### src/logic/ccx_pkg.sv
// Package: opcodes, field layout and carrier types for the clear/complement executor
package ccx_pkg;
    localparam int          CCX_OPW          = 12;
    localparam int          CCX_DW           = 8;
    localparam int          CCX_AW           = 5;
    localparam logic [11:0] CCX_OP_CLRWORK   = 12'h040;
    localparam logic [11:0] CCX_OP_WDRESTART = 12'h004;
    localparam logic [6:0]  CCX_OP_CLRFILE   = 7'h03;
    localparam int          CCX_CLRFILE_MSB  = 11;
    localparam int          CCX_CLRFILE_LSB  = 5;
    localparam logic [5:0]  CCX_OP_COMPL     = 6'h09;
    localparam int          CCX_COMPL_LSB    = 6;
    localparam int          CCX_DEST_BIT     = 5;
    localparam int          CCX_ADDR_LSB     = 0;
    localparam logic [7:0]  CCX_WREG_RST     = 8'h00;
    localparam logic        CCX_FLAG_N_RST   = 1'b1;
    localparam logic [7:0]  CCX_ZERO         = 8'h00;

    typedef enum logic [4:0] {
        CCX_NONE   = 5'b00001,
        CCX_WCLR   = 5'b00010,
        CCX_FCLR   = 5'b00100,
        CCX_WDCLR  = 5'b01000,
        CCX_COMP   = 5'b10000
    } ccx_kind_t;

    typedef struct packed {
        logic       we;
        logic [4:0] addr;
        logic [7:0] data;
    } ccx_fwr_t;

    typedef struct packed {
        logic zero;
        logic zeroWe;
        logic timeoutN;
        logic powerdownN;
    } ccx_stat_t;
endpackage

### src/logic/ccx_exec.sv
// Executor for clear-working, clear-file, watchdog-restart and complement-file instructions
`timescale 1ns/1ps
// Notes on behaviour
// - The clear-working opcode loads zero into the working register and sets the zero flag.
// - The clear-file opcode writes zero to the file register at its five-bit address and sets zero.
// - The watchdog-restart opcode pulses the watchdog counter clear.
// - That opcode also clears the shared prescaler only while it is assigned to the watchdog.
// - That opcode sets the active-low timeout and power-down status flags to one.
// - The complement opcode produces the bitwise inverse of the addressed file register.
// - Destination bit 0 sends the result to the working register, 1 writes it back to the file.
module ccx_exec #(
    parameter int OPW = ccx_pkg::CCX_OPW
) (
    input  wire logic                clk,
    input  wire logic                rstn,
    // Fetch stage
    input  wire logic                instrValid,
    input  wire logic [OPW-1:0]      instrWord,
    // File register read port, combinational from the addressed register
    output logic [4:0]               fileRdAddr,
    input  wire logic [7:0]          fileRdData,
    // Prescaler assignment: high when assigned to the watchdog
    input  wire logic                prescAtWatchdog,
    // Results
    output ccx_pkg::ccx_fwr_t        fileWr,
    output logic [7:0]               workReg,
    output ccx_pkg::ccx_stat_t       statusOut,
    output logic                     watchdogClr,
    output logic                     prescClr,
    output logic                     execDone
);
    import ccx_pkg::*;

    ccx_kind_t  kind;
    logic [7:0] compRes;
    logic [7:0] work_q;
    ccx_fwr_t   fwr_q;
    ccx_stat_t  stat_q;
    logic       wdClr_q;
    logic       prClr_q;
    logic       done_q;

    // Read address taken straight from the opcode; file data must be valid same cycle
    assign fileRdAddr = instrWord[CCX_ADDR_LSB +: CCX_AW];
    assign compRes    = ~fileRdData;

    always_comb begin
        kind = CCX_NONE;
        if (instrValid) begin
            if (instrWord == CCX_OP_CLRWORK) begin
                kind = CCX_WCLR;
            end else if (instrWord == CCX_OP_WDRESTART) begin
                kind = CCX_WDCLR;
            end else if (instrWord[CCX_CLRFILE_MSB:CCX_CLRFILE_LSB] == CCX_OP_CLRFILE) begin
                kind = CCX_FCLR;
            end else if (instrWord[CCX_CLRFILE_MSB:CCX_COMPL_LSB] == CCX_OP_COMPL) begin
                kind = CCX_COMP;
            end
        end
    end

    // Working register
    always_ff @(posedge clk or negedge rstn) begin
        if (!rstn) begin
            work_q <= CCX_WREG_RST;
        end else begin
            case (kind)
                CCX_WCLR: work_q <= CCX_ZERO;
                CCX_COMP: begin
                    if (!instrWord[CCX_DEST_BIT]) begin
                        work_q <= compRes;
                    end
                end
                default: work_q <= work_q;
            endcase
        end
    end

    // File write strobe, one cycle per clear-file or file-destination complement instruction
    always_ff @(posedge clk or negedge rstn) begin
        if (!rstn) begin
            fwr_q <= '0;
        end else begin
            fwr_q.addr <= instrWord[CCX_ADDR_LSB +: CCX_AW];
            case (kind)
                CCX_FCLR: begin
                    fwr_q.we   <= 1'b1;
                    fwr_q.data <= CCX_ZERO;
                end
                CCX_COMP: begin
                    fwr_q.we   <= instrWord[CCX_DEST_BIT];
                    fwr_q.data <= compRes;
                end
                default: begin
                    fwr_q.we   <= 1'b0;
                    fwr_q.data <= CCX_ZERO;
                end
            endcase
        end
    end

    // Status flags; zero flag is a write pulse, power flags are held levels
    always_ff @(posedge clk or negedge rstn) begin
        if (!rstn) begin
            stat_q.zero       <= 1'b0;
            stat_q.zeroWe     <= 1'b0;
            stat_q.timeoutN   <= CCX_FLAG_N_RST;
            stat_q.powerdownN <= CCX_FLAG_N_RST;
        end else begin
            case (kind)
                CCX_WCLR, CCX_FCLR: begin
                    stat_q.zero   <= 1'b1;
                    stat_q.zeroWe <= 1'b1;
                end
                CCX_COMP: begin
                    stat_q.zero   <= (compRes == CCX_ZERO);
                    stat_q.zeroWe <= 1'b1;
                end
                CCX_WDCLR: begin
                    stat_q.zeroWe     <= 1'b0;
                    stat_q.timeoutN   <= 1'b1;
                    stat_q.powerdownN <= 1'b1;
                end
                default: stat_q.zeroWe <= 1'b0;
            endcase
        end
    end

    // Watchdog and prescaler clear pulses
    always_ff @(posedge clk or negedge rstn) begin
        if (!rstn) begin
            wdClr_q <= 1'b0;
            prClr_q <= 1'b0;
        end else begin
            wdClr_q <= (kind == CCX_WDCLR);
            prClr_q <= (kind == CCX_WDCLR) && prescAtWatchdog;
        end
    end

    // Single-cycle completion, no stall ever
    always_ff @(posedge clk or negedge rstn) begin
        if (!rstn) begin
            done_q <= 1'b0;
        end else begin
            done_q <= (kind != CCX_NONE);
        end
    end

    assign workReg     = work_q;
    assign fileWr      = fwr_q;
    assign statusOut   = stat_q;
    assign watchdogClr = wdClr_q;
    assign prescClr    = prClr_q;
    assign execDone    = done_q;
endmodule

### config.mk
export PLATFORM = sky130hd
export DESIGN_NAME = ccx_exec
export DESIGN_NICKNAME = d
export VERILOG_FILES = /design/src/logic/ccx_pkg.sv /design/src/logic/ccx_exec.sv
export SDC_FILE = /design/constraint.sdc
export NUM_CORES = 1
export LEC_CHECK = 0
export ABC_AREA = 1
export BUFFER_PORTS_ARGS = -buffer_cell sky130_fd_sc_hd__buf_2
export CAP_MARGIN = 25
export CORE_MARGIN = 10
export CORE_UTILIZATION = 48
export DETAILED_ROUTE_END_ITERATION = 7
export GPL_TIMING_DRIVEN = 0
export PLACE_DENSITY = 0.88
export RECOVER_POWER = 50
export SYNTH_ARGS = -nofsm -noshare
export SYNTH_HDL_FRONTEND = slang
export SYNTH_SLANG_ARGS = --single-unit
### constraint.sdc
create_clock -name clk -period 1.2 [get_ports clk]
set_input_delay 0.24 -clock clk [delete_from_list [all_inputs] [get_ports clk]]
set_output_delay 0.24 -clock clk [all_outputs]
set_load 0.01 [all_outputs]
### Yosys cells after proc, flatten, opt, wreduce, memory -nomap -nowiden

Cells that the tools add are included.

| word-level totals | value |
|---|---|
| register bits | 27 |
| logic and storage cells | 38 |
| latch bits | 0 |
| output and inout port bits | 34 |
| input port bits | 24 |
| bits in writable memories | 0 |
| memories | 0 |
| ROM bits | 0 |

| operators by class | value |
|---|---|
| div/mod/pow operators | 0 |
| bitwise operators | 1 |
| shifts and indexed selects | 0 |
| equal/unequal tests | 10 |
| add/sub/neg operators | 0 |
| muxes and demuxes | 11 |
| $mul | 0 |
| reductions and logical operators | 7 |
| order comparisons | 0 |

Operator list:

| operator | count |
|---|---|
| $mux W5 | 5 |
| $mux W8 | 2 |
| $pmux W8 S2 | 1 |
| $eq A12 B3 Y1 const B | 1 |
| $eq A12 B7 Y1 const B | 1 |
| $logic_not A8 Y1 | 1 |
| $not A8 Y8 | 1 |
| $eq A7 B2 Y1 const B | 1 |
| $eq A6 B4 Y1 const B | 1 |
| $eq A5 B2 Y1 const B | 1 |
| $eq A5 B3 Y1 const B | 1 |
| $eq A5 B4 Y1 const B | 1 |
| $eq A5 B5 Y1 const B | 1 |
| $ne A5 B1 Y1 const B | 1 |
| $pmux W1 S2 | 2 |
| $reduce_bool A2 Y1 | 2 |
| $reduce_or A3 Y1 | 1 |
| $ne A2 B2 Y1 const B | 1 |
| $reduce_and A2 Y1 | 1 |
| $reduce_or A2 Y1 | 1 |
| $logic_and A1 B1 Y1 | 1 |
| $mux W1 | 1 |

### Longest topological paths before layout

Gate-level depths: netlist of the first run.

| logic depth | value |
|---|---|
| depth after elaboration | 9 |
| gate-level depth with buffers | 9 |

### Least setup slack after synthesis of the first run

OpenSTA, ideal clock, no wires.

| path | value |
|---|---|
| path kind | input to register |
| start point | input instrWord[6] |
| end point | register work_q[0], in the netlist workReg[0] |
| slack | 0.140 ns |
| cell stages on the path | 9 |
| arrival | 0.943 ns |
| library setup time | 0.117 ns |
| path buffers | 0 |
| cells stage by stage | inv_1 nor2_4 nand2_1 nor2_4 nand3_2 nand2_2 nand2_4 nand2_1 nand2_1 |

| between the ends | value |
|---|---|
| word-level cells in the longest chain between the ends | 9 |

Ends and longest elaborated chain:

| what | RTL line | RTL |
|---|---|---|
| from (decl) | ccx_exec.sv:18 | `input wire logic [OPW-1:0] instrWord,` |
| $eq A6 B4 Y1 | ccx_exec.sv:56 | `end else if (instrWord[CCX_CLRFILE_MSB:CCX_COMPL_LSB] == CCX_OP_COMPL) begin` |
| $mux W5 | ccx_exec.sv:56 |  |
| $mux W5 | ccx_exec.sv:54 | `end else if (instrWord[CCX_CLRFILE_MSB:CCX_CLRFILE_LSB] == CCX_OP_CLRFILE) begin` |
| $mux W5 | ccx_exec.sv:52 | `end else if (instrWord == CCX_OP_WDRESTART) begin` |
| $mux W5 (*) | ccx_exec.sv:50 | `if (instrWord == CCX_OP_CLRWORK) begin` |
| $mux W5 (*) | ccx_exec.sv:49 | `if (instrValid) begin` |
| $eq A5 B5 Y1 or $eq A5 B2 Y1 (tied branches) | ccx_exec.sv:67 | `case (kind)` |
| $ne A2 B2 Y1 (no source line) or $reduce_bool A2 Y1 (tied branches) | - |  |
| $reduce_and A2 Y1 (no source line) | - |  |
| to (signal assigned) | ccx_exec.sv:71 | `work_q <= compRes;` |
| to (signal assigned) | ccx_exec.sv:74 | `default: work_q <= work_q;` |
| to (decl) | ccx_exec.sv:36 | `logic [7:0] work_q;` |

Mark *: on every way between the ends. The rest lies on a longest branch, timed or not.
A chain may end at the register's enable or synchronous reset.

### Worst setup path in the final report of the first run

| path | value |
|---|---|
| start point | register work_q[0], in the netlist workReg[0] |
| end point | output workReg[0] |

RTL lines:

| what | RTL line | RTL |
|---|---|---|
| to (decl) | ccx_exec.sv:26 | `output logic [7:0] workReg,` |

No word-level cell between the ends.

==> metrics.log, run 1 <==
[metrics] buffer type at the clock tree root: sky130_fd_sc_hd__clkbuf_4
[metrics] count of antenna diodes in the layout: 0
[metrics] # H-tree levels: 1
[metrics] DIE WIDTH: ~70 µm
[metrics] post-route setup TNS: 0 ns
[metrics] starting utilization of the core area: 0.5228
[metrics] power density over the cells: 1063 nW/µm²
[metrics] maximum fanout along the worst path: 2
[metrics] wire length on met3: 403 µm
[metrics] status: completed
[metrics] global router's overall resource usage: 0.1186
[metrics] ranking of synthesized cells by area: sky130_fd_sc_hd__dfrtp_1 57%, sky130_fd_sc_hd__nand2_1 12%, sky130_fd_sc_hd__nor2_4 9.5%
[metrics] required arrival time at the worst endpoint: 0.96 ns
[metrics] hold bufs inserted after CTS: 1
[metrics] chain of cells forming the critical path: buf_2
[metrics] Area growth syn-to-layout: 24.08%
[metrics] post-DR vias/cell: 4.620
[metrics] clock sink count: 27
[metrics] cell type with the largest total area after synthesis: sky130_fd_sc_hd__dfrtp_1
[metrics] final std cells w/o fill: 205
[metrics] post-layout net count: 202
[metrics] Final Skew: 0 ns
[metrics] capture endpoint of the worst hold path: fileWr[9]
[metrics] Slowest cell on crit path: sky130_fd_sc_hd__dfrtp_1
[metrics] largest family of logic cells by synthesized area: simple AND/OR/NAND/NOR gates
[metrics] area fraction in compound gates after synthesis: 0.004206
[metrics] wire length of the first global-routing pass: 4816 µm
[metrics] minimum period implied by the final worst setup slack: roughly 1.1 ns
[metrics] Ports: 58
[metrics] DR WL/cell: 13.94 µm
[metrics] Post-CTS Resized: 0
[metrics] stage delay of the slowest cell on the critical path: 0.41 ns
[metrics] number of buffers added for setup after CTS: 0
[metrics] Final Cycle Share: 0.9258
[metrics] beginning of the worst register-to-register path: statusOut[3]
[metrics] xor-xnor portion of the synthesized cell area: 0
[metrics] filler cell count in the final layout: ~190
[metrics] number of nets still failing antenna checks after routing: 0
[metrics] Reg-to-Reg End: statusOut[3]
[metrics] maximum number of pins on one net before global-route repair: 28
[metrics] Yosys warnings: 0
[metrics] iteration-0 DRC count of the detailed router: 31
[metrics] Crit. path cell count: 1
[metrics] max frequency: 900.1 MHz
[metrics] drt pass-1 iters: 4
[metrics] Syn Area/Cell: between 10 and 15 µm²
[metrics] total met2 wirelength after detailed routing: roughly 1300 µm
[metrics] class of the worst hold path: input pin to flip-flop
[metrics] post-detailed-placement half-perimeter wirelength: about 2300 µm
[metrics] maximum clock insertion buffer count: 2
[metrics] kind of end point of the critical path: output pin
[metrics] count of input and output buffers: 55
[metrics] Buf/Inv on CP: 1
[metrics] wire length after detailed routing: approximately 2900 µm
[metrics] post-detailed-route DRC marker count: 0
[metrics] standard cell core area: 2276 µm²
[metrics] cell area after synthesis: 1190 µm²
[metrics] cell count after synthesis: 116
[metrics] worst-case register-to-register setup slack: 0.56 ns
[metrics] crit-path leading delay family: flip-flops
[metrics] share of layout cells above drive strength 1: 0.4011
[metrics] CTS tree: yes
[metrics] number of global-route vias before repair: between 1000 and 1500
[metrics] critical path class: flip-flop to output pin
[metrics] critical hold path startpoint: instrWord[1]
[metrics] count of different cell masters after synthesis: 20
[metrics] initial antenna violation count: 0
[metrics] Synth Register Bits: 27
[metrics] Max Cap Violations: 0
[metrics] FF+latch area: 675.6 µm²
[metrics] number of core rows: 17
[metrics] Slew Limit Headroom: 0.5666
[metrics] number of clock buffers inserted by TritonCTS: 3
[metrics] vias post-DR: 947
[metrics] gr ovfl total: 0
[metrics] static leakage power: 0.8695 nW
[metrics] setup repair after global routing missed its margin: false
[metrics] portion of synthesized cell area occupied by the leading cell type: 0.5678
[metrics] top layer in use: met4
[metrics] part of the Yosys area used for sequential elements: 0.5678
[metrics] path depth of the worst reg2reg path: 2
[metrics] met1 routed wirelength after detailed routing: 1153 µm
[metrics] fraction of the mapped netlist area in adder cells: 0
[metrics] overall die area: 4871 µm²
[metrics] CTS clock-pin slew for the worst setup and hold paths: 0.13 ns
[metrics] cell count after placement: 200
[metrics] Die Ht: 69.79 µm
[metrics] VDD IR-drop max: 0.7586 mV
[metrics] share of synthesized area spent on multiplexers: 0
[metrics] Clock Latency Late Sink: 0.31 ns
[metrics] number of setup violations in the final report: 0
[metrics] max-slew violation total from the final report: 0
[metrics] area taken by multi-input logic gates: 364.1 µm²
[metrics] GP Congestion: 0.8245
[metrics] Final Hold Fails: 0
[metrics] crit path launch type: flip-flop
[metrics] slew at the pin closest to its max-slew limit: between 0.6 and 0.7 ns
[metrics] share of synthesized cell area in and, or, nand and nor gates: 0.3417
[metrics] worst hold path depth: 1
[metrics] Arr. time, crit path: 0.87 ns
-- synthesized netlist by cell type (all sizes together) --
cell / n
or2: 1
nand4: 5
buf: 8
nor2: 19
nand3: 3
and2: 1
o21ai: 1
nor3: 1
conb: 1
dfrtp: 27
nand3b: 1
inv: 7
nand2: 41
-- final cells by class --
cell class / instances / area share
buffer: 8 / 0.04915
tap: 28 / 0.02373
clock buffer: 4 / 0.01780
multi-input combinational: 75 / 0.2466
sequential: 27 / 0.4576
timing repair buffer: 56 / 0.1873
inverter: 7 / 0.01780
-- layer usage --
metal / up-vias / track usage
li1: 472 / -
met3: 4 / 0.07275
met4: 0 / 0.04348
met1: 421 / 0.1221
met2: 50 / 0.1918
met5: - / 0
-- power by group --
group	leakage (nW)	switching [mW]	internal (mW)
Sequential	0.361	0.0180	0.949
Clock	0.0150	0.243	0.130
Combinational	0.493	0.134	0.0964
Total	0.870	0.394	1.18
-- cells in the final DEF (no fill, tap or decap) --
cell type	Yosys	layout
sky130_fd_sc_hd__and2_0	0	1
sky130_fd_sc_hd__buf_12	1	1
sky130_fd_sc_hd__buf_2	0	47
sky130_fd_sc_hd__buf_4	7	3
sky130_fd_sc_hd__clkbuf_1	0	8
sky130_fd_sc_hd__clkbuf_2	0	1
sky130_fd_sc_hd__clkbuf_4	0	7
sky130_fd_sc_hd__conb_1	1	2
sky130_fd_sc_hd__dfrtp_1	27	27
sky130_fd_sc_hd__dlygate4sd3_1	0	1
sky130_fd_sc_hd__inv_1	5	5
sky130_fd_sc_hd__inv_2	2	2
sky130_fd_sc_hd__nand2_1	37	38
sky130_fd_sc_hd__nand2_2	3	2
sky130_fd_sc_hd__nand2_4	1	1
sky130_fd_sc_hd__nand3_1	1	1
sky130_fd_sc_hd__nand3_2	2	2
sky130_fd_sc_hd__nand3b_1	1	1
sky130_fd_sc_hd__nand4_1	5	5
sky130_fd_sc_hd__nor2_1	7	14
sky130_fd_sc_hd__nor2_2	2	1
sky130_fd_sc_hd__nor2_4	10	4
sky130_fd_sc_hd__nor3_1	0	1
sky130_fd_sc_hd__o21ai_0	1	1
sky130_fd_sc_hd__or2_1	1	1
-- worst reg2reg max path: cells and delay by family (launching register included) --
| family | cells | cell delay [ns] |
|---|---|---|
| and+or+nand+nor | 2 | 0.15 |
| DFF | 1 | 0.40 |
-- state kept, by name, indices dropped and copies added (netlist names) --
| register | cells |
|---|---|
| execDone | 1 |
| fileWr | 14 |
| prescClr | 1 |
| statusOut | 2 |
| watchdogClr | 1 |
| workReg | 8 |
-- how the worst max path moves through the flow --
stage / startpoint / slack, ns / end
floorplan: instrWord[6] / 0.14 / workReg[0]
global placement: instrWord[7] / -0.04 / workReg[6]
detailed placement: instrWord[7] / -0.07 / workReg[2]
CTS: workReg[7] / 0.08 / workReg[7]
global route: instrWord[7] / 0.03 / workReg[2]
finish: workReg[0] / 0.09 / workReg[0]
-- logic make-up after synthesis --
family | count (synthesis)
AND/OR/NAND/NOR | 72
flip-flops | 27
buffers and inverters | 15
AO/OA/AOI/OAI | 1
other | 1
-- stage by stage --
stage / hold WS (ns) / utilization / cell area, µm² / setup slack, ns / total power, mW
2_1_floorplan: -0.05559 / - / 1194 / 0.1404 / 1.085
3_3_place_gp: 0.2579 / 0.6608 / 1504 / -0.04266 / 1.220
3_5_place_dp: 0.2706 / 0.6608 / 1504 / -0.07152 / 1.229
4_1_cts: 0.03768 / 0.6767 / 1540 / 0.07796 / 1.599
5_1_grt: 0.03081 / 0.6487 / 1476 / 0.03313 / 1.646
6_report: 0.05108 / 0.6487 / 1476 / 0.08903 / 1.570
Power figures use the tool's default switching activity.
==> run 2: changes to the inputs <==
BUFFER_PORTS_ARGS = unset   (was -buffer_cell sky130_fd_sc_hd__buf_2)
CORE_UTILIZATION = 55   (was 48)
DONT_BUFFER_PORTS = 1   (was unset)
PLACE_DENSITY = 0.75   (was 0.88)
==> run 2 against run 1 <==
Compared with the run above:
- wire length increased by 4.8%
- core utilization increased by 2.3 points
- cell area decreased by 8.9%
- via count decreased by 12%
- die area decreased by 9.2%
- global-route usage increased by 1.8 points
- final cell count decreased by 20%
- fmax increased by 10%
- first-iteration DRC count increased by 13%
- sequential power increased by 3.1%
- clock skew unchanged
- hold slack got worse by 0.035 ns
- largest cell class unchanged
- largest power group unchanged
==> metrics.log, run 2 (same netlist as run 1, synthesis figures left out) <==
[metrics] number of nets still failing antenna checks after routing: 0 (unchanged)
[metrics] Slew Limit Headroom: 0.5744 (+0.007773)
[metrics] GP Congestion: 0.7899 (-4.2%)
[metrics] initial antenna violation count: 0 (unchanged)
[metrics] FF+latch area: 675.6 µm² (unchanged)
[metrics] DIE WIDTH: 66.51 µm (-4.7%)
[metrics] number of flip-flops in the largest register: 14 (unchanged)
[metrics] global router's overall resource usage: 0.1367 (+0.01809)
[metrics] number of global-route vias before repair: 868 (-19%)
[metrics] leading cell types in the layout, fill and taps excluded: 37 x sky130_fd_sc_hd__nand2_1, 27 x sky130_fd_sc_hd__dfrtp_1, 14 x sky130_fd_sc_hd__dlygate4sd3_1, 9 x sky130_fd_sc_hd__nor2_1, 8 x sky130_fd_sc_hd__nor2_4
[metrics] Die Ht: 66.51 µm (-4.7%)
[metrics] number of setup violations in the final report: 0 (unchanged)
[metrics] starting utilization of the core area: 0.5944 (+0.07156)
[metrics] Final Skew: 0 ns (unchanged)
[metrics] max frequency: 993.5 MHz (+10%)
[metrics] overall die area: 4424 µm² (-9.2%)
[metrics] post-detailed-placement half-perimeter wirelength: 2121 µm (-9.0%)
[metrics] cell count after placement: 144 (-28%)
[metrics] wire length after detailed routing: 2994 µm (+4.8%)
[metrics] maximum clock insertion buffer count: 2 (unchanged)
[metrics] drt pass-1 iters: 4 (unchanged)
[metrics] gr ovfl total: 0 (unchanged)
[metrics] class of the worst hold path: input pin to flip-flop
[metrics] wire length of the first global-routing pass: 4664 µm (-3.2%)
[metrics] VDD IR-drop max: 0.6209 mV (-18%)
[metrics] maximum fanout along the worst path: 2 (unchanged)
[metrics] count of antenna diodes in the layout: 0 (unchanged)
[metrics] worst hold path depth: 2 (+1)
[metrics] number of core rows: 16 (-1)
[metrics] share of layout cells above drive strength 1: 0.1838 (-0.2173)
[metrics] required arrival time at the worst endpoint: 0.96 ns (about the same)
[metrics] path depth of the worst reg2reg path: 2 (unchanged)
[metrics] number of clock buffers inserted by TritonCTS: 3 (unchanged)
[metrics] most frequent standard cell in the layout excluding fill and tap cells: sky130_fd_sc_hd__nand2_1
[metrics] DR WL/cell: 18.37 µm (+32%)
[metrics] kind of end point of the critical path: output pin
[metrics] vias post-DR: 829 (-12%)
[metrics] CTS tree: yes
[metrics] Arr. time, crit path: 0.77 ns (-0.10 ns)
[metrics] static leakage power: 0.6747 nW (-22%)
[metrics] power density over the cells: 1132 nW/µm² (+6.4%)
[metrics] minimum period implied by the final worst setup slack: 1.007 ns (-0.1045 ns)
[metrics] filler cell count in the final layout: 162 (-16%)
[metrics] clock sink count: 27 (unchanged)
[metrics] CP Launch Point: workReg[6]
[metrics] setup repair after global routing missed its margin: false
[metrics] iteration-0 DRC count of the detailed router: 35 (+13%)
[metrics] post-layout net count: 161 (-20%)
[metrics] # H-tree levels: 1 (unchanged)
[metrics] Reg-to-Reg End: statusOut[3]
[metrics] critical path endpoint: workReg[6]
[metrics] maximum number of pins on one net before global-route repair: 28 (unchanged)
[metrics] crit path launch type: flip-flop
[metrics] Crit. path cell count: 0 (-1)
[metrics] buffer type at the clock tree root: sky130_fd_sc_hd__clkbuf_4
[metrics] CTS clock-pin slew for the worst setup and hold paths: 0.13 ns (about the same)
[metrics] area taken by multi-input logic gates: 399.1 µm² (+9.6%)
[metrics] final std cells w/o fill: 163 (-20%)
[metrics] post-DR vias/cell: 5.086 (+10%)
[metrics] beginning of the worst register-to-register path: statusOut[3]
[metrics] worst-case register-to-register setup slack: 0.49 ns (-0.07 ns)
[metrics] Clock Latency Late Sink: 0.32 ns (about the same)
[metrics] post-detailed-route DRC marker count: 0 (unchanged)
[metrics] max-slew violation total from the final report: 0 (unchanged)
[metrics] standard cell core area: 2002 µm² (-12%)
[metrics] Max Cap Violations: 0 (unchanged)
[metrics] slew at the pin closest to its max-slew limit: 0.6384 ns (-0.01166 ns)
[metrics] Area growth syn-to-layout: 13.04%
[metrics] critical path class: flip-flop to output pin
[metrics] Ports: 58 (unchanged)
[metrics] count of input and output buffers: 0 (-100%)
[metrics] Post-CTS Resized: 0 (unchanged)
[metrics] Final Cycle Share: 0.8388 (-0.08706)
[metrics] Final Hold Fails: 0 (unchanged)
[metrics] post-route setup TNS: 0 ns (unchanged)
[metrics] status: completed
## run 2: changes by cell type in the layout (fill, tap and decap cells not counted), moves of 2 or more
cell | previous run | this run
sky130_fd_sc_hd__nor2_4 | 4 | 8
sky130_fd_sc_hd__dlygate4sd3_1 | 1 | 14
sky130_fd_sc_hd__clkbuf_4 | 7 | 3
sky130_fd_sc_hd__buf_2 | 47 | 0
sky130_fd_sc_hd__nor2_1 | 14 | 9
sky130_fd_sc_hd__clkbuf_1 | 8 | 6
## run 2: final cells by class
cell class / count / share of cell area
inverters: 7 / 0.01953
flip-flops and latches: 27 / 0.5023
well taps: 27 / 0.02512
repair buffers: 15 / 0.1079
plain buffers: 8 / 0.02884
multi-input cells: 75 / 0.2967
clock buffers: 4 / 0.01953
## run 2: worst min path at each step
stage          startpoint   endpoint  slack (ns)
6_report       instrValid   execDone        0.02
5_1_grt        instrValid   execDone        0.01
4_1_cts        instrValid   execDone        0.02
3_5_place_dp         rstn  fileWr[8]       -0.05
3_3_place_gp         rstn  fileWr[8]       -0.05
2_1_floorplan        rstn   execDone       -0.06
## run 2: per-layer routing
layer	vias to the layer above	track usage	share of wire
li1	391	-	-
met1	394	0.1479	0.36
met2	40	0.2464	0.54
met3	4	0.04013	0.092
met4	0	0.04712	0.012
met5	-	0	0
## run 2: timing repair
item | in CTS | in global routing
hold buffers | 15 | 0
hold endpoints to repair | 40 | 0
buffers inserted | 0 | 0
## run 2: worst register-to-register path: cells and delay by family (launching register included)
kind,cells,cell delay [ns]
flip-flops,1,0.45
AND/OR/NAND/NOR,2,0.18
## run 2: stage by stage
step | cell area, µm² | hold slack, ns | util | power (mW) | worst slack (ns)
floorplan | 1194 | -0.05559 | - | 1.085 | 0.1404
global placement | 1227 | -0.05480 | 0.6131 | 1.105 | 0.03994
detailed placement | 1227 | -0.05477 | 0.6131 | 1.108 | 0.01596
CTS | 1414 | 0.01834 | 0.7063 | 1.539 | 0.1923
global route | 1345 | 0.01157 | 0.6719 | 1.588 | 0.09513
finish | 1345 | 0.01621 | 0.6719 | 1.522 | 0.1935
## run 2: where the power goes
group | total [mW] | switching [mW] | internal [mW]
Combinational | 0.146 | 0.0810 | 0.0648
Clock | 0.380 | 0.250 | 0.130
Sequential | 0.997 | 0.0469 | 0.950
Total | 1.52 | 0.378 | 1.14
==> run 3: changes to the inputs <==
CORE_UTILIZATION = 54   (was 55)
PLACE_DENSITY = 0.77   (was 0.75)
clock period = 0.9 ns   (was 1.2 ns; I/O delays follow)
==> run 3 against run 2 <==
Compared with the run above:
- the run now ends with setup timing left
- sequential power up 33%
- critical path depth unchanged
- total power is 36% higher
- clock skew unchanged
- combinational power is 46% higher
- final cell count rose by 1.2%
- die area increased by 1.3%
- wire length fell by 6.1%
- global-route usage shrank 0.81 points
- worst setup slack got worse by 0.24 ns
- hold slack worse by 0.0083 ns
- critical endpoint is now fileWr[11]
- largest cell class unchanged
==> metrics.log, run 3 (same netlist as run 1, synthesis figures left out) <==
[metrics] Final Cycle Share: 1.053
[metrics] Die Ht: 66.94 µm (+0.65%)
[metrics] placement-stage cell area: 1235 µm² (+0.61%)
[metrics] overall die area: 4481 µm² (+1.3%)
[metrics] Final Skew: 0 ns (unchanged)
[metrics] critical hold path startpoint: instrValid
[metrics] wire length after detailed routing: 2810 µm (-6.1%)
[metrics] number of flip-flops in the largest register: 14 (unchanged)
[metrics] max-slew violation total from the final report: 0 (unchanged)
[metrics] capture endpoint of the worst hold path: watchdogClr
[metrics] part of the power in the clock network: 0.252 (+0.002)
[metrics] cell-internal power: 1.537 mW (+34%)
[metrics] leading cell types in the layout, fill and taps excluded: 36 x sky130_fd_sc_hd__nand2_1, 27 x sky130_fd_sc_hd__dfrtp_1, 16 x sky130_fd_sc_hd__dlygate4sd3_1, 10 x sky130_fd_sc_hd__nor2_4, 7 x sky130_fd_sc_hd__nor2_1
[metrics] initial antenna violation count: 0 (unchanged)
[metrics] class of the worst hold path: input pin to flip-flop
[metrics] buffer type at the clock tree root: sky130_fd_sc_hd__clkbuf_4
[metrics] Ports: 58 (unchanged)
[metrics] post-detailed-route DRC marker count: 0 (unchanged)
[metrics] Arr. time, crit path: 0.77 ns (about the same)
[metrics] Reg-to-Reg End: statusOut[3]
[metrics] number of setup violations in the final report: 27 (+27)
[metrics] Flop pwr share: 0.644 (-0.011)
[metrics] post-layout net count: 163 (+1.2%)
[metrics] crit path launch type: flip-flop
[metrics] # H-tree levels: 1 (unchanged)
[metrics] worst-case register-to-register setup slack: 0.20 ns (-0.29 ns)
[metrics] gr ovfl total: 0 (unchanged)
[metrics] clock sink count: 27 (unchanged)
[metrics] vias post-DR: 820 (-1.1%)
[metrics] Max Cap Violations: 0 (unchanged)
[metrics] maximum fanout along the worst path: 1 (-1)
[metrics] beginning of the worst register-to-register path: statusOut[3]
[metrics] number of core rows: 16 (unchanged)
[metrics] drt pass-1 iters: 4 (unchanged)
[metrics] critical path class: flip-flop to output pin
[metrics] path depth of the worst reg2reg path: 2 (unchanged)
[metrics] final core utilization: 0.7036 (+0.03171)
[metrics] violations in the final reports: setup timing
[metrics] minimum period implied by the final worst setup slack: roughly 0.95 ns
[metrics] share of total power consumed by net switching: 0.2553 (+0.007293)
[metrics] GP Congestion: 0.8128 (+2.9%)
[metrics] static leakage power: 0.7018 nW (+4.0%)
[metrics] Clock Latency Late Sink: 0.31 ns (about the same)
[metrics] CTS clock-pin slew for the worst setup and hold paths: 0.14 ns (about the same)
[metrics] DIE WIDTH: 66.94 µm (+0.65%)
[metrics] number of nets still failing antenna checks after routing: 0 (unchanged)
[metrics] net load switching power: 0.5271 mW (+40%)
[metrics] number of clock buffers inserted by TritonCTS: 3 (unchanged)
[metrics] starting utilization of the core area: 0.5885 (-0.005885)
[metrics] number of global-route vias before repair: 830 (-4.4%)
[metrics] maximum number of pins on one net before global-route repair: 28 (unchanged)
[metrics] max frequency: roughly 1100 MHz
[metrics] status: finished, violations left
[metrics] Final Hold Fails: 0 (unchanged)
[metrics] number of buffers added for setup after CTS: 0 (unchanged)
[metrics] required arrival time at the worst endpoint: 0.72 ns (-0.24 ns)
[metrics] slew at the pin closest to its max-slew limit: 0.5654 ns (-0.07296 ns)
[metrics] worst hold path depth: 2 (unchanged)
[metrics] wire length of the first global-routing pass: 4395 µm (-5.8%)
[metrics] final setup margin: -0.04800 ns (-0.2415 ns)
[metrics] post-route standard cell area excluding fillers: 1423 µm² (+5.8%)
[metrics] post-detailed-placement half-perimeter wirelength: 2093 µm (-1.3%)
[metrics] iteration-0 DRC count of the detailed router: 54 (+54%)
[metrics] VDD IR-drop max: 0.7229 mV (+16%)
[metrics] global router's overall resource usage: 0.1286 (-0.008112)
[metrics] CTS tree: yes
[metrics] kind of end point of the critical path: output pin
[metrics] post-DR vias/cell: 4.970 (-2.3%)
[metrics] maximum clock insertion buffer count: 2 (unchanged)
[metrics] power density over the cells: 1451 nW/µm² (+28%)
[metrics] share of layout cells above drive strength 1: 0.2464 (+0.06255)
[metrics] most frequent standard cell in the layout excluding fill and tap cells: sky130_fd_sc_hd__nand2_1
[metrics] Area growth syn-to-layout: 19.56%
[metrics] Slew Limit Headroom: 0.6231 (+0.04864)
[metrics] count of input and output buffers: 0 (unchanged)
[metrics] DR WL/cell: 17.03 µm (-7.3%)
[metrics] share of total power in combinational logic: 0.103 (+0.007)
[metrics] standard cell core area: 2022 µm² (+1.0%)
[metrics] count of antenna diodes in the layout: 0 (unchanged)
[metrics] setup repair after global routing missed its margin: true
## run 3: cell types whose count changed in the layout (fill, tap and decap cells not counted), sizes merged
cell	previous run	this run
dlygate4sd3	14	16
clkbuf	11	5
clkinvlp	0	1
buf	2	7
## run 3: how the worst max path moves through the flow
stage               depth (start not counted)          from           end
floorplan                                   8  instrWord[7]    workReg[1]
global placement                            8  instrWord[0]    workReg[1]
detailed placement                          8  instrWord[0]    workReg[3]
CTS                                         0    workReg[3]    workReg[3]
global route                                0  statusOut[3]  statusOut[3]
finish                                      0    fileWr[11]    fileWr[11]
## run 3: final cells by class
type / instances / area (µm²)
flip-flops and latches: 27 / 675.6
fillers: 147 / 599.3
repair buffers: 17 / 165.2
inverters: 7 / 31.28
well taps: 27 / 33.78
multi-input cells: 75 / 421.7
clock inverters: 1 / 7.507
clock buffers: 3 / 22.52
plain buffers: 8 / 65.06
## run 3: through the flow
stage	power (mW)	instances	hold slack [ns]	setup TNS [ns]	setup slack, ns
floorplan	1.450	117	-0.1156	-0.4708	-0.05431
global placement	1.478	144	-0.1146	-1.449	-0.1565
detailed placement	1.484	144	-0.1148	-1.693	-0.1835
CTS	2.089	165	0.006423	-1.213	-0.06075
global route	2.165	165	0.002799	-2.048	-0.1037
finish	2.064	165	0.007902	-0.9771	-0.04800
## run 3: timing repair
item	in CTS	in global routing
cloned	0	0
hold buffers	17	0
pin swaps	0	0
resized for setup	0	0
setup endpoints to repair	27	27
endpoints found under the hold margin	50	0
## run 3: layer usage
metal	up-vias	share of wire	GRT usage
li1	395	-	-
met1	379	0.35	0.1422
met2	40	0.51	0.2133
met3	6	0.12	0.05017
met4	0	0.021	0.05641
met5	-	0	0
## run 3: power by group through the flow
stage	clock network, mW	logic (mW)	registers [mW]
4_1_cts	0.527	0.228	1.33
5_1_grt	0.582	0.243	1.34
6_report	0.521	0.213	1.33
3_5_place_dp	0	0.125	1.36
2_1_floorplan	0	0.109	1.34
3_3_place_gp	0	0.121	1.36
